==> config.mk <==
export PLATFORM = sky130hd
export DESIGN_NAME = dcsw_core
export DESIGN_NICKNAME = d
export VERILOG_FILES = /design/src/verilog/dcsw_pkg.sv /design/src/verilog/dcsw_core.sv /design/src/verilog/dcsw_cmd_decode.sv
export VERILOG_INCLUDE_DIRS = /design/src /design/src/verilog
export SDC_FILE = /design/constraint.sdc
export NUM_CORES = 1
export LEC_CHECK = 0
export BUFFER_PORTS_ARGS = -buffer_cell sky130_fd_sc_hd__buf_4
export CAP_MARGIN = 20
export CORE_MARGIN = 2
export CORE_UTILIZATION = 48
export DETAILED_ROUTE_END_ITERATION = 12
export PLACE_DENSITY = 0.93
export SLEW_MARGIN = 20
export SYNTH_ARGS = -nofsm -noshare
export SYNTH_HDL_FRONTEND = slang
export SYNTH_SLANG_ARGS = --single-unit
==> constraint.sdc <==
create_clock -name sys_clk -period 3.7 [get_ports sys_clk]
set_clock_uncertainty 0.2 [all_clocks]
set_input_delay 0.37 -clock sys_clk [delete_from_list [all_inputs] [get_ports sys_clk]]
set_output_delay 0.37 -clock sys_clk [all_outputs]
set_load 0.02 [all_outputs]
==> src/verilog/dcsw_defines.svh <==
// Bit positions, codes and constants of the drive command and status words
`ifndef DCSW_DEFINES_SVH
`define DCSW_DEFINES_SVH

// ********************************************************
// Object indices (informational addresses) and command word reset value
// ********************************************************
`define DCSW_STATUS_INDEX   16'h6041
`define DCSW_COMMAND_INDEX  16'h6040
`define DCSW_CMD_RESET      16'h0000

// ********************************************************
// Command word bit positions
// ********************************************************
`define DCSW_CB_SWITCH_ON   0
`define DCSW_CB_EN_VOLT     1
`define DCSW_CB_QSTOP       2
`define DCSW_CB_EN_OP       3
`define DCSW_CB_MODE4       4
`define DCSW_CB_MODE5       5
`define DCSW_CB_MODE6       6
`define DCSW_CB_FAULT_RST   7
`define DCSW_CB_HALT        8

// ********************************************************
// Status word bit positions
// ********************************************************
`define DCSW_SB_RDY         0
`define DCSW_SB_SWON        1
`define DCSW_SB_OPEN        2
`define DCSW_SB_FAULT       3
`define DCSW_SB_VOLT        4
`define DCSW_SB_QSTOP       5
`define DCSW_SB_SWDIS       6
`define DCSW_SB_WARN        7
`define DCSW_SB_REMOTE      9
`define DCSW_SB_TGT         10
`define DCSW_SB_LIMIT       11
`define DCSW_SB_MODE12      12
`define DCSW_SB_MODE13      13

// ********************************************************
// Mode-of-operation codes and quick-stop option limits
// ********************************************************
`define DCSW_OPM_PTP        8'h01
`define DCSW_OPM_SPP        8'h03
`define DCSW_OPM_FRC        8'h04
`define DCSW_OPM_HOM        8'h06
`define DCSW_OPM_PTH        8'h07
`define DCSW_OPM_SPD        8'h02
`define DCSW_QSO_STAY_LO    16'h0005
`define DCSW_QSO_STAY_HI    16'h0008

`endif

==> src/verilog/dcsw_pkg.sv <==
// Types shared by the drive command and status word logic
package dcsw_pkg;

	// Decoded host commands, one-hot
	typedef enum logic [6:0]
	{
		DCSW_C_NONE     = 7'b0000001,
		DCSW_C_SHUTDOWN = 7'b0000010,
		DCSW_C_SWON     = 7'b0000100,
		DCSW_C_DISVOLT  = 7'b0001000,
		DCSW_C_QSTOP    = 7'b0010000,
		DCSW_C_DISOP    = 7'b0100000,
		DCSW_C_ENOP     = 7'b1000000
	} dcsw_cmd_e;

	// Power-stage states, one-hot
	typedef enum logic [7:0]
	{
		DCSW_S_NRDY  = 8'b00000001,
		DCSW_S_SWDIS = 8'b00000010,
		DCSW_S_RDY   = 8'b00000100,
		DCSW_S_SWON  = 8'b00001000,
		DCSW_S_OPEN  = 8'b00010000,
		DCSW_S_QSTOP = 8'b00100000,
		DCSW_S_FRA   = 8'b01000000,
		DCSW_S_FAULT = 8'b10000000
	} dcsw_state_e;

	typedef logic [15:0] dcsw_word_t;

endpackage

==> src/verilog/dcsw_core.sv <==
// Drive command word interpreter, power-stage state machine and status word
`timescale 1ns/10ps
`include "dcsw_defines.svh"

module dcsw_core
	import dcsw_pkg::*;
(
	input  wire logic        sys_clk,         // System clock, 10 MHz
	input  wire logic        rst,             // Asynchronous reset, active high
	input  wire logic        clk_en,          // Clock enable, freezes state when low
	input  wire logic        cmd_wr,          // Command word write strobe
	input  wire logic [15:0] cmd_wdata,       // Command word write data
	output logic      [15:0] cmd_rdata,       // Command word read back
	output logic      [15:0] status_word,     // Live status word
	input  wire logic        init_done,       // Self test finished
	input  wire logic        fault_present,   // Fault condition active
	input  wire logic        fault_nonfatal,  // Fault reacts with quick stop
	input  wire logic        fault_react_done,// Fault reaction complete
	input  wire logic        qstop_done,      // Quick stop ramp complete
	input  wire logic [15:0] qstop_option,    // Quick stop option code
	input  wire logic        hv_present,      // High voltage at power section
	input  wire logic        warning,         // Warning condition
	input  wire logic        target_reached,  // Mode set-point reached
	input  wire logic        target_changed,  // Software wrote a new target
	input  wire logic        at_rest,         // Drive is stationary
	input  wire logic        int_limit,       // Internal limitation active
	input  wire logic [7:0]  op_mode,         // Active mode of operation
	input  wire logic        mode_flag_a,     // Mode status for bit 12
	input  wire logic        mode_flag_b,     // Mode status for bit 13
	output logic             power_on,        // Power section switched on
	output logic             drive_enable,    // Drive function enabled
	output logic             qstop_run,       // Execute quick stop ramp
	output logic             fault_react_run, // Execute fault reaction
	output logic             halt_req,        // Halt requested
	output logic             ptp_new_target,  // Point to point: new set-point
	output logic             ptp_change_now,  // Point to point: change at once
	output logic             ptp_relative,    // Point to point: relative target
	output logic             home_start,      // Home search start
	output logic             path_enable,     // Interpolated path enable
	output logic             spd_ramp_enable, // Plain speed: ramp enable
	output logic             spd_ramp_unlock, // Plain speed: ramp unlock
	output logic             spd_use_ref      // Plain speed: use reference
);

	// ********************************************************
	// Declarations
	// ********************************************************
	logic [15:0] cmd_word_ff;      // Stored command word
	logic [15:0] nxt_cmd_word;     // Next command word
	dcsw_state_e state_ff;         // Power-stage state
	dcsw_state_e nxt_state;        // Next state
	logic        tgt_ff;           // Target reached indication
	logic        nxt_tgt;          // Next target indication
	logic        fr_prev_ff;       // Fault reset bit last cycle
	logic        nxt_fr_prev;      // Next fault reset history
	logic        qs_from_fault_ff; // Quick stop caused by non-fatal fault
	logic        nxt_qs_from_fault;// Next quick stop cause
	dcsw_cmd_e   cmd;              // Decoded command
	logic        fault_reset;      // Fault reset bit
	logic        qso_stay;         // Option code 5 to 8
	logic        halt_bit;         // Halt bit of command word

	// ********************************************************
	// Command decode
	// ********************************************************
	dcsw_cmd_decode u_decode
	(
		.cmd_word    (cmd_word_ff),
		.cmd         (cmd),
		.fault_reset (fault_reset)
	);

	// Options 5..8 keep the drive in quick stop
	assign qso_stay = (qstop_option >= `DCSW_QSO_STAY_LO) &&
	                  (qstop_option <= `DCSW_QSO_STAY_HI);
	assign halt_bit = cmd_word_ff[`DCSW_CB_HALT];

	// ********************************************************
	// Command word register
	// ********************************************************
	// Reserved bits 9 and 10 are stored as written; the host keeps them zero
	always_comb
	begin
		nxt_cmd_word = cmd_word_ff;
		if (cmd_wr)
			nxt_cmd_word = cmd_wdata;
	end

	// ********************************************************
	// Power-stage state machine
	// ********************************************************
	// Faults take priority over any host command
	always_comb
	begin
		nxt_state = state_ff;
		nxt_qs_from_fault = qs_from_fault_ff;
		nxt_fr_prev = fault_reset;
		if (fault_present && (state_ff != DCSW_S_FRA) && (state_ff != DCSW_S_FAULT))
		begin
			nxt_state = DCSW_S_FRA;
			nxt_qs_from_fault = fault_nonfatal;
		end
		else
		begin
			unique case (state_ff)
				DCSW_S_NRDY:
					if (init_done)
						nxt_state = DCSW_S_SWDIS;
				DCSW_S_SWDIS:
					if (cmd == DCSW_C_SHUTDOWN)
						nxt_state = DCSW_S_RDY;
				DCSW_S_RDY:
					// Switch on with enable op only switches on
					if ((cmd == DCSW_C_DISOP) || (cmd == DCSW_C_ENOP))
						nxt_state = DCSW_S_SWON;
					else if ((cmd == DCSW_C_DISVOLT) || (cmd == DCSW_C_QSTOP))
						nxt_state = DCSW_S_SWDIS;
				DCSW_S_SWON:
					if (cmd == DCSW_C_ENOP)
						nxt_state = DCSW_S_OPEN;
					else if (cmd == DCSW_C_SHUTDOWN)
						nxt_state = DCSW_S_RDY;
					else if ((cmd == DCSW_C_DISVOLT) || (cmd == DCSW_C_QSTOP))
						nxt_state = DCSW_S_SWDIS;
				DCSW_S_OPEN:
					if (cmd == DCSW_C_DISOP)
						nxt_state = DCSW_S_SWON;
					else if (cmd == DCSW_C_SHUTDOWN)
						nxt_state = DCSW_S_RDY;
					else if (cmd == DCSW_C_DISVOLT)
						nxt_state = DCSW_S_SWDIS;
					else if (cmd == DCSW_C_QSTOP)
					begin
						nxt_state = DCSW_S_QSTOP;
						nxt_qs_from_fault = 1'b0;
					end
				DCSW_S_QSTOP:
					if (qso_stay && (cmd == DCSW_C_ENOP))
						nxt_state = DCSW_S_OPEN;
					else if (!qso_stay && (qstop_done || (cmd == DCSW_C_DISVOLT)))
						nxt_state = DCSW_S_SWDIS;
				DCSW_S_FRA:
					if (fault_react_done)
						nxt_state = DCSW_S_FAULT;
				DCSW_S_FAULT:
					// Rising fault reset, and only with the fault gone
					if (fault_reset && !fr_prev_ff && !fault_present)
					begin
						nxt_state = DCSW_S_SWDIS;
						nxt_qs_from_fault = 1'b0;
					end
				default:
					nxt_state = DCSW_S_NRDY;
			endcase
		end
	end

	// ********************************************************
	// Target reached tracking
	// ********************************************************
	// A new target or motion clears the flag unless the set-point is met, or halt or a completed quick stop holds the drive at rest
	always_comb
	begin
		nxt_tgt = tgt_ff;
		if (target_reached)
			nxt_tgt = 1'b1;
		else if ((state_ff == DCSW_S_QSTOP) && qso_stay && qstop_done && at_rest)
			nxt_tgt = 1'b1;
		else if (halt_bit && at_rest)
			nxt_tgt = 1'b1;
		else if (target_changed || !at_rest)
			nxt_tgt = 1'b0;
	end

	// ********************************************************
	// Registers
	// ********************************************************
	always_ff @(posedge sys_clk or posedge rst)
	begin
		if (rst)
		begin
			cmd_word_ff      <= `DCSW_CMD_RESET;
			state_ff         <= DCSW_S_NRDY;
			tgt_ff           <= 1'b0;
			fr_prev_ff       <= 1'b0;
			qs_from_fault_ff <= 1'b0;
		end
		else if (clk_en)
		begin
			cmd_word_ff      <= nxt_cmd_word;
			state_ff         <= nxt_state;
			tgt_ff           <= nxt_tgt;
			fr_prev_ff       <= nxt_fr_prev;
			qs_from_fault_ff <= nxt_qs_from_fault;
		end
	end

	// ********************************************************
	// Status word
	// ********************************************************
	// Built each cycle from live state, inputs, the registered target flag and the registered quick stop cause; nothing else is latched
	always_comb
	begin
		status_word = 16'h0000;
		unique case (state_ff)
			DCSW_S_NRDY:  status_word[6:0] = 7'h00;
			DCSW_S_SWDIS: status_word[6:0] = 7'h40;
			DCSW_S_RDY:   status_word[6:0] = 7'h21;
			DCSW_S_SWON:  status_word[6:0] = 7'h23;
			DCSW_S_OPEN:  status_word[6:0] = 7'h27;
			DCSW_S_QSTOP: status_word[6:0] = 7'h07;
			DCSW_S_FRA:   status_word[6:0] = 7'h0F;
			DCSW_S_FAULT: status_word[6:0] = 7'h08;
			default:      status_word[6:0] = 7'h00;
		endcase
		// Fault reaction by quick stop: bit 5 clear with 0,1,2 and fault
		if ((state_ff == DCSW_S_FRA) && qs_from_fault_ff)
			status_word[`DCSW_SB_QSTOP] = 1'b0;
		status_word[`DCSW_SB_VOLT]   = hv_present;
		status_word[`DCSW_SB_WARN]   = warning;
		status_word[`DCSW_SB_REMOTE] = 1'b1;
		status_word[`DCSW_SB_TGT]    = tgt_ff;
		status_word[`DCSW_SB_LIMIT]  = int_limit;
		// Bit 12 and 13 only where the mode defines them
		if ((op_mode == `DCSW_OPM_PTP) || (op_mode == `DCSW_OPM_SPP) ||
		    (op_mode == `DCSW_OPM_HOM))
		begin
			status_word[`DCSW_SB_MODE12] = mode_flag_a;
			status_word[`DCSW_SB_MODE13] = mode_flag_b;
		end
		else if (op_mode == `DCSW_OPM_PTH)
			status_word[`DCSW_SB_MODE12] = mode_flag_a;
	end

	// ********************************************************
	// Outputs to the power stage and mode logic
	// ********************************************************
	assign cmd_rdata       = cmd_word_ff;
	assign power_on        = (state_ff == DCSW_S_SWON) || (state_ff == DCSW_S_OPEN) ||
	                         (state_ff == DCSW_S_QSTOP) || (state_ff == DCSW_S_FRA);
	assign drive_enable    = (state_ff == DCSW_S_OPEN) || (state_ff == DCSW_S_QSTOP) ||
	                         (state_ff == DCSW_S_FRA);
	assign qstop_run       = (state_ff == DCSW_S_QSTOP);
	assign fault_react_run = (state_ff == DCSW_S_FRA);
	// Mode bits are qualified by the mode so a stale bit cannot act elsewhere
	assign halt_req        = halt_bit;
	assign ptp_new_target  = (op_mode == `DCSW_OPM_PTP) && cmd_word_ff[`DCSW_CB_MODE4];
	assign ptp_change_now  = (op_mode == `DCSW_OPM_PTP) && cmd_word_ff[`DCSW_CB_MODE5];
	assign ptp_relative    = (op_mode == `DCSW_OPM_PTP) && cmd_word_ff[`DCSW_CB_MODE6];
	assign home_start      = (op_mode == `DCSW_OPM_HOM) && cmd_word_ff[`DCSW_CB_MODE4];
	assign path_enable     = (op_mode == `DCSW_OPM_PTH) && cmd_word_ff[`DCSW_CB_MODE4];
	assign spd_ramp_enable = (op_mode == `DCSW_OPM_SPD) && cmd_word_ff[`DCSW_CB_MODE4];
	assign spd_ramp_unlock = (op_mode == `DCSW_OPM_SPD) && cmd_word_ff[`DCSW_CB_MODE5];
	assign spd_use_ref     = (op_mode == `DCSW_OPM_SPD) && cmd_word_ff[`DCSW_CB_MODE6];

endmodule

==> src/verilog/dcsw_cmd_decode.sv <==
// Combinational decoder from command word bits to one device command
`timescale 1ns/10ps
`include "dcsw_defines.svh"

module dcsw_cmd_decode
	import dcsw_pkg::*;
(
	input  wire logic      [15:0] cmd_word,    // Command word from host
	output dcsw_cmd_e             cmd,         // Decoded command
	output logic                  fault_reset  // Fault reset bit set
);

	logic so;
	logic ev;
	logic qs;
	logic eo;
	logic fr;

	assign so = cmd_word[`DCSW_CB_SWITCH_ON];
	assign ev = cmd_word[`DCSW_CB_EN_VOLT];
	assign qs = cmd_word[`DCSW_CB_QSTOP];
	assign eo = cmd_word[`DCSW_CB_EN_OP];
	assign fr = cmd_word[`DCSW_CB_FAULT_RST];

	// Fault reset ignores the four other bits
	assign fault_reset = fr;

	// ********************************************************
	// Pattern match; don't-care bits never enter a term
	// ********************************************************
	// Disable voltage is checked first after fault reset since it needs only one zero
	always_comb
	begin
		cmd = DCSW_C_NONE;
		if (fr)
			cmd = DCSW_C_NONE;                               // Fault reset handled apart
		else if (!ev)
			cmd = DCSW_C_DISVOLT;
		else if (!qs)
			cmd = DCSW_C_QSTOP;
		else if (!so)
			cmd = DCSW_C_SHUTDOWN;
		else if (eo)
			cmd = DCSW_C_ENOP;                               // Also switch-on in RDY
		else
			cmd = DCSW_C_DISOP;                              // Also switch-on
	end

endmodule

==> reports/qor.txt <==
Avg Cell Area, Syn: 9.08 sq um
Post-synth EDFFs: 0
ANT nets after route: 0
Post-route DRC: 0
post-DP HPWL: 3760 microns
Rows: 22
sequential area share after synthesis: 0.357
Max Slew Vio Count: 0
Least-Margin Pin Slew: 0.644 ns
Clock Tree Root: clkbuf_8
Compound-Gate Fraction of Synth Area: 0.127
top_reg_cell synth: dfrtp_1
CTS Buffer Depth: 2
synthesis-to-finish area growth: 39.2%
most area-consuming cells after synthesis: dfrtp_1 34%, mux2_2 10%, buf_4 4.5%, nand2_1 4.5%, and3_1 3.1%
# IOs: 102
FFs w/ async S/R, synth: 1.00
Buf/Inv on CP: 1
IO buf count: 90
gpl congestion: 0.844
Vias: 1782
Routed WL: 4670 microns
CTS Buf Count: 3
largest net degree at the start of global routing: 27
clk_lat worst skew: 0.26 ns
Starting Density: 0.498
CTS tree: yes
CP delay by family, top: simple AND/OR/NAND/NOR gates
Final Setup Violations: 0
Post-Synth Adder-Cell Area: 0
unrepaired setup endpoints after global routing: false
worst-path maximum fanout: 7
share of cells above drive strength 1: 0.446
Antenna Cells: 0
Hold Path Class: input port to register
combinational family with the most area after synthesis: simple AND/OR/NAND/NOR gates
first-pass GRT wire length: 7110 microns
most common cell in the netlist: dfrtp_1
synthesized instance count: 201
DIE HEIGHT: 65.7 microns
vias in the first global route: 1668
All-Layer GR Usage: 0.208
crit-path max cell delay: 0.48 ns
top cells by count, synth: 25 x dfrtp_1, 22 x nand2_1, 17 x mux2_2
worst-path cell chain: nor4_4 > nand4b_2 > and3_1 > nand2b_1 > buf_4
Yosys cell types: 55
CP endpoint kind: primary output
Num Clock Sinks: 26
initial antenna violation count: 0
fmax: 383 MHz
Final min period: 2.61 ns
Iteration-0 DRC Markers: 97
Core Footprint: 3660 sq um
Post-Synth Simple-Gate Area: 0.265
Cells after DPL: 322
chip width: 65.7 microns
WP data arrival: 2.04 ns
mapped cell area: 1820 sq um
drt first pass iters: 6
Leak Pwr: 0.00129 uW
outcome: finished clean
Seq cells post-synth: 26
Post-Route Setup TNS: 0 ns
Non-Filler Instances: 328
pwr dens: 506 nW/um^2
total congestion overflow: 0
xor and xnor area share after synthesis: 0.0192
die area: 4310 sq um
crit path kind: register to primary output
endpoints failing hold: 0
Max H-tree Level: 1
Clk pin slew, worst setup/hold paths: 0.09 ns
Max Cap Viol: 0
crit share post-route: 0.706
drt via density: 5.43
WL/cell: 14.2 microns
Crit-path slowest cell: dfrtp_1
Syn. warnings: 0
Layout Nets: 338
Worst EP required: 3.13 ns
Peak VDD IR: 0.000357 V
worst relative slew slack: 0.570
post-synth top area cell: dfrtp_1
post-synthesis mux area share: 0.141
Worst Setup Start Kind: register
Synth top area share: 0.343
[cells by family (layout without fill, tap and decap cells)]
group | count (synthesis) | after routing
buffers and inverters | 28 | 105
other | 2 | 4
AOI/OAI and AO/OA | 33 | 33
DFF | 26 | 26
muxes | 23 | 23
and+or+nand+nor | 85 | 85
xor gates and xnor gates | 4 | 4
[report_power, final]
group          switching [uW]  internal, uW
registers                82.5           335
logic                     336           301
clock network            86.2           145
total                     505           780
[sequential cells by signal, summed over array words and instances, names as in the netlist]
signal / count
cmd_rdata: 16
fr_prev_ff: 1
state_ff: 8
tgt_ff: 1
[through the flow]
step,instance area [sq um],util,total power (uW),worst slack (ns),hold slack (ns)
5_1_grt,2540,0.693,1360,0.959,0.120
2_1_floorplan,1830,-,856,1.44,0.209
3_5_place_dp,2440,0.667,1060,1.24,0.295
4_1_cts,2510,0.687,1290,1.09,0.128
3_3_place_gp,2440,0.667,1040,1.30,0.289
6_report,2540,0.693,1290,1.09,0.130
[layout make-up]
| type | count | area [sq um] |
|---|---|---|
| multi-input cells | 149 | 1020 |
| repair buffers | 92 | 701 |
| clock buffers | 3 | 41.3 |
| clock inverters | 1 | 30.0 |
| flip-flops and latches | 26 | 652 |
| well taps | 48 | 60.1 |
| inverters | 9 | 33.8 |
| fillers | 318 | 1120 |
[routing by layer]
metal | vias to the layer above | part of all wire | track usage
li1 | 863 | - | -
met1 | 837 | 0.39 | 0.240
met2 | 76 | 0.54 | 0.385
met3 | 6 | 0.063 | 0.0360
met4 | 0 | 0.0062 | 0.0651
met5 | - | 0 | 0
[repair_timing]
item                                    in CTS  in global routing
gates resized for setup                      0                  0
endpoints found under the hold margin        0                 10
endpoints found under the setup margin       0                  0
hold buffers                                 0                  1
buffers inserted                             0                  0
[cells in the final DEF, fill, tap and decap left out, drive strengths merged, types with 6 or more instances in the layout]
cell type and count:
a21oi 7, and3 10, buf 91, dfrtp 25, inv 9, mux2 18, nand2 23, nand3 7
nor2 12, nor3 6
[final timing paths]
path                                   to           from  cells past startpoint  slack (ns)
setup / recovery           status_word[1]    state_ff[2]                      5        1.09
hold / removal               cmd_rdata[2]   cmd_wdata[2]                      2        0.13
setup reg to reg              state_ff[4]    state_ff[2]                      5        1.21
hold reg to reg             cmd_rdata[10]  cmd_rdata[10]                      1        0.31
max in group asynchronous     state_ff[0]            rst                      4        2.30
min in group asynchronous   cmd_rdata[14]            rst                      3        0.46
(Power assumes the default switching activity.)
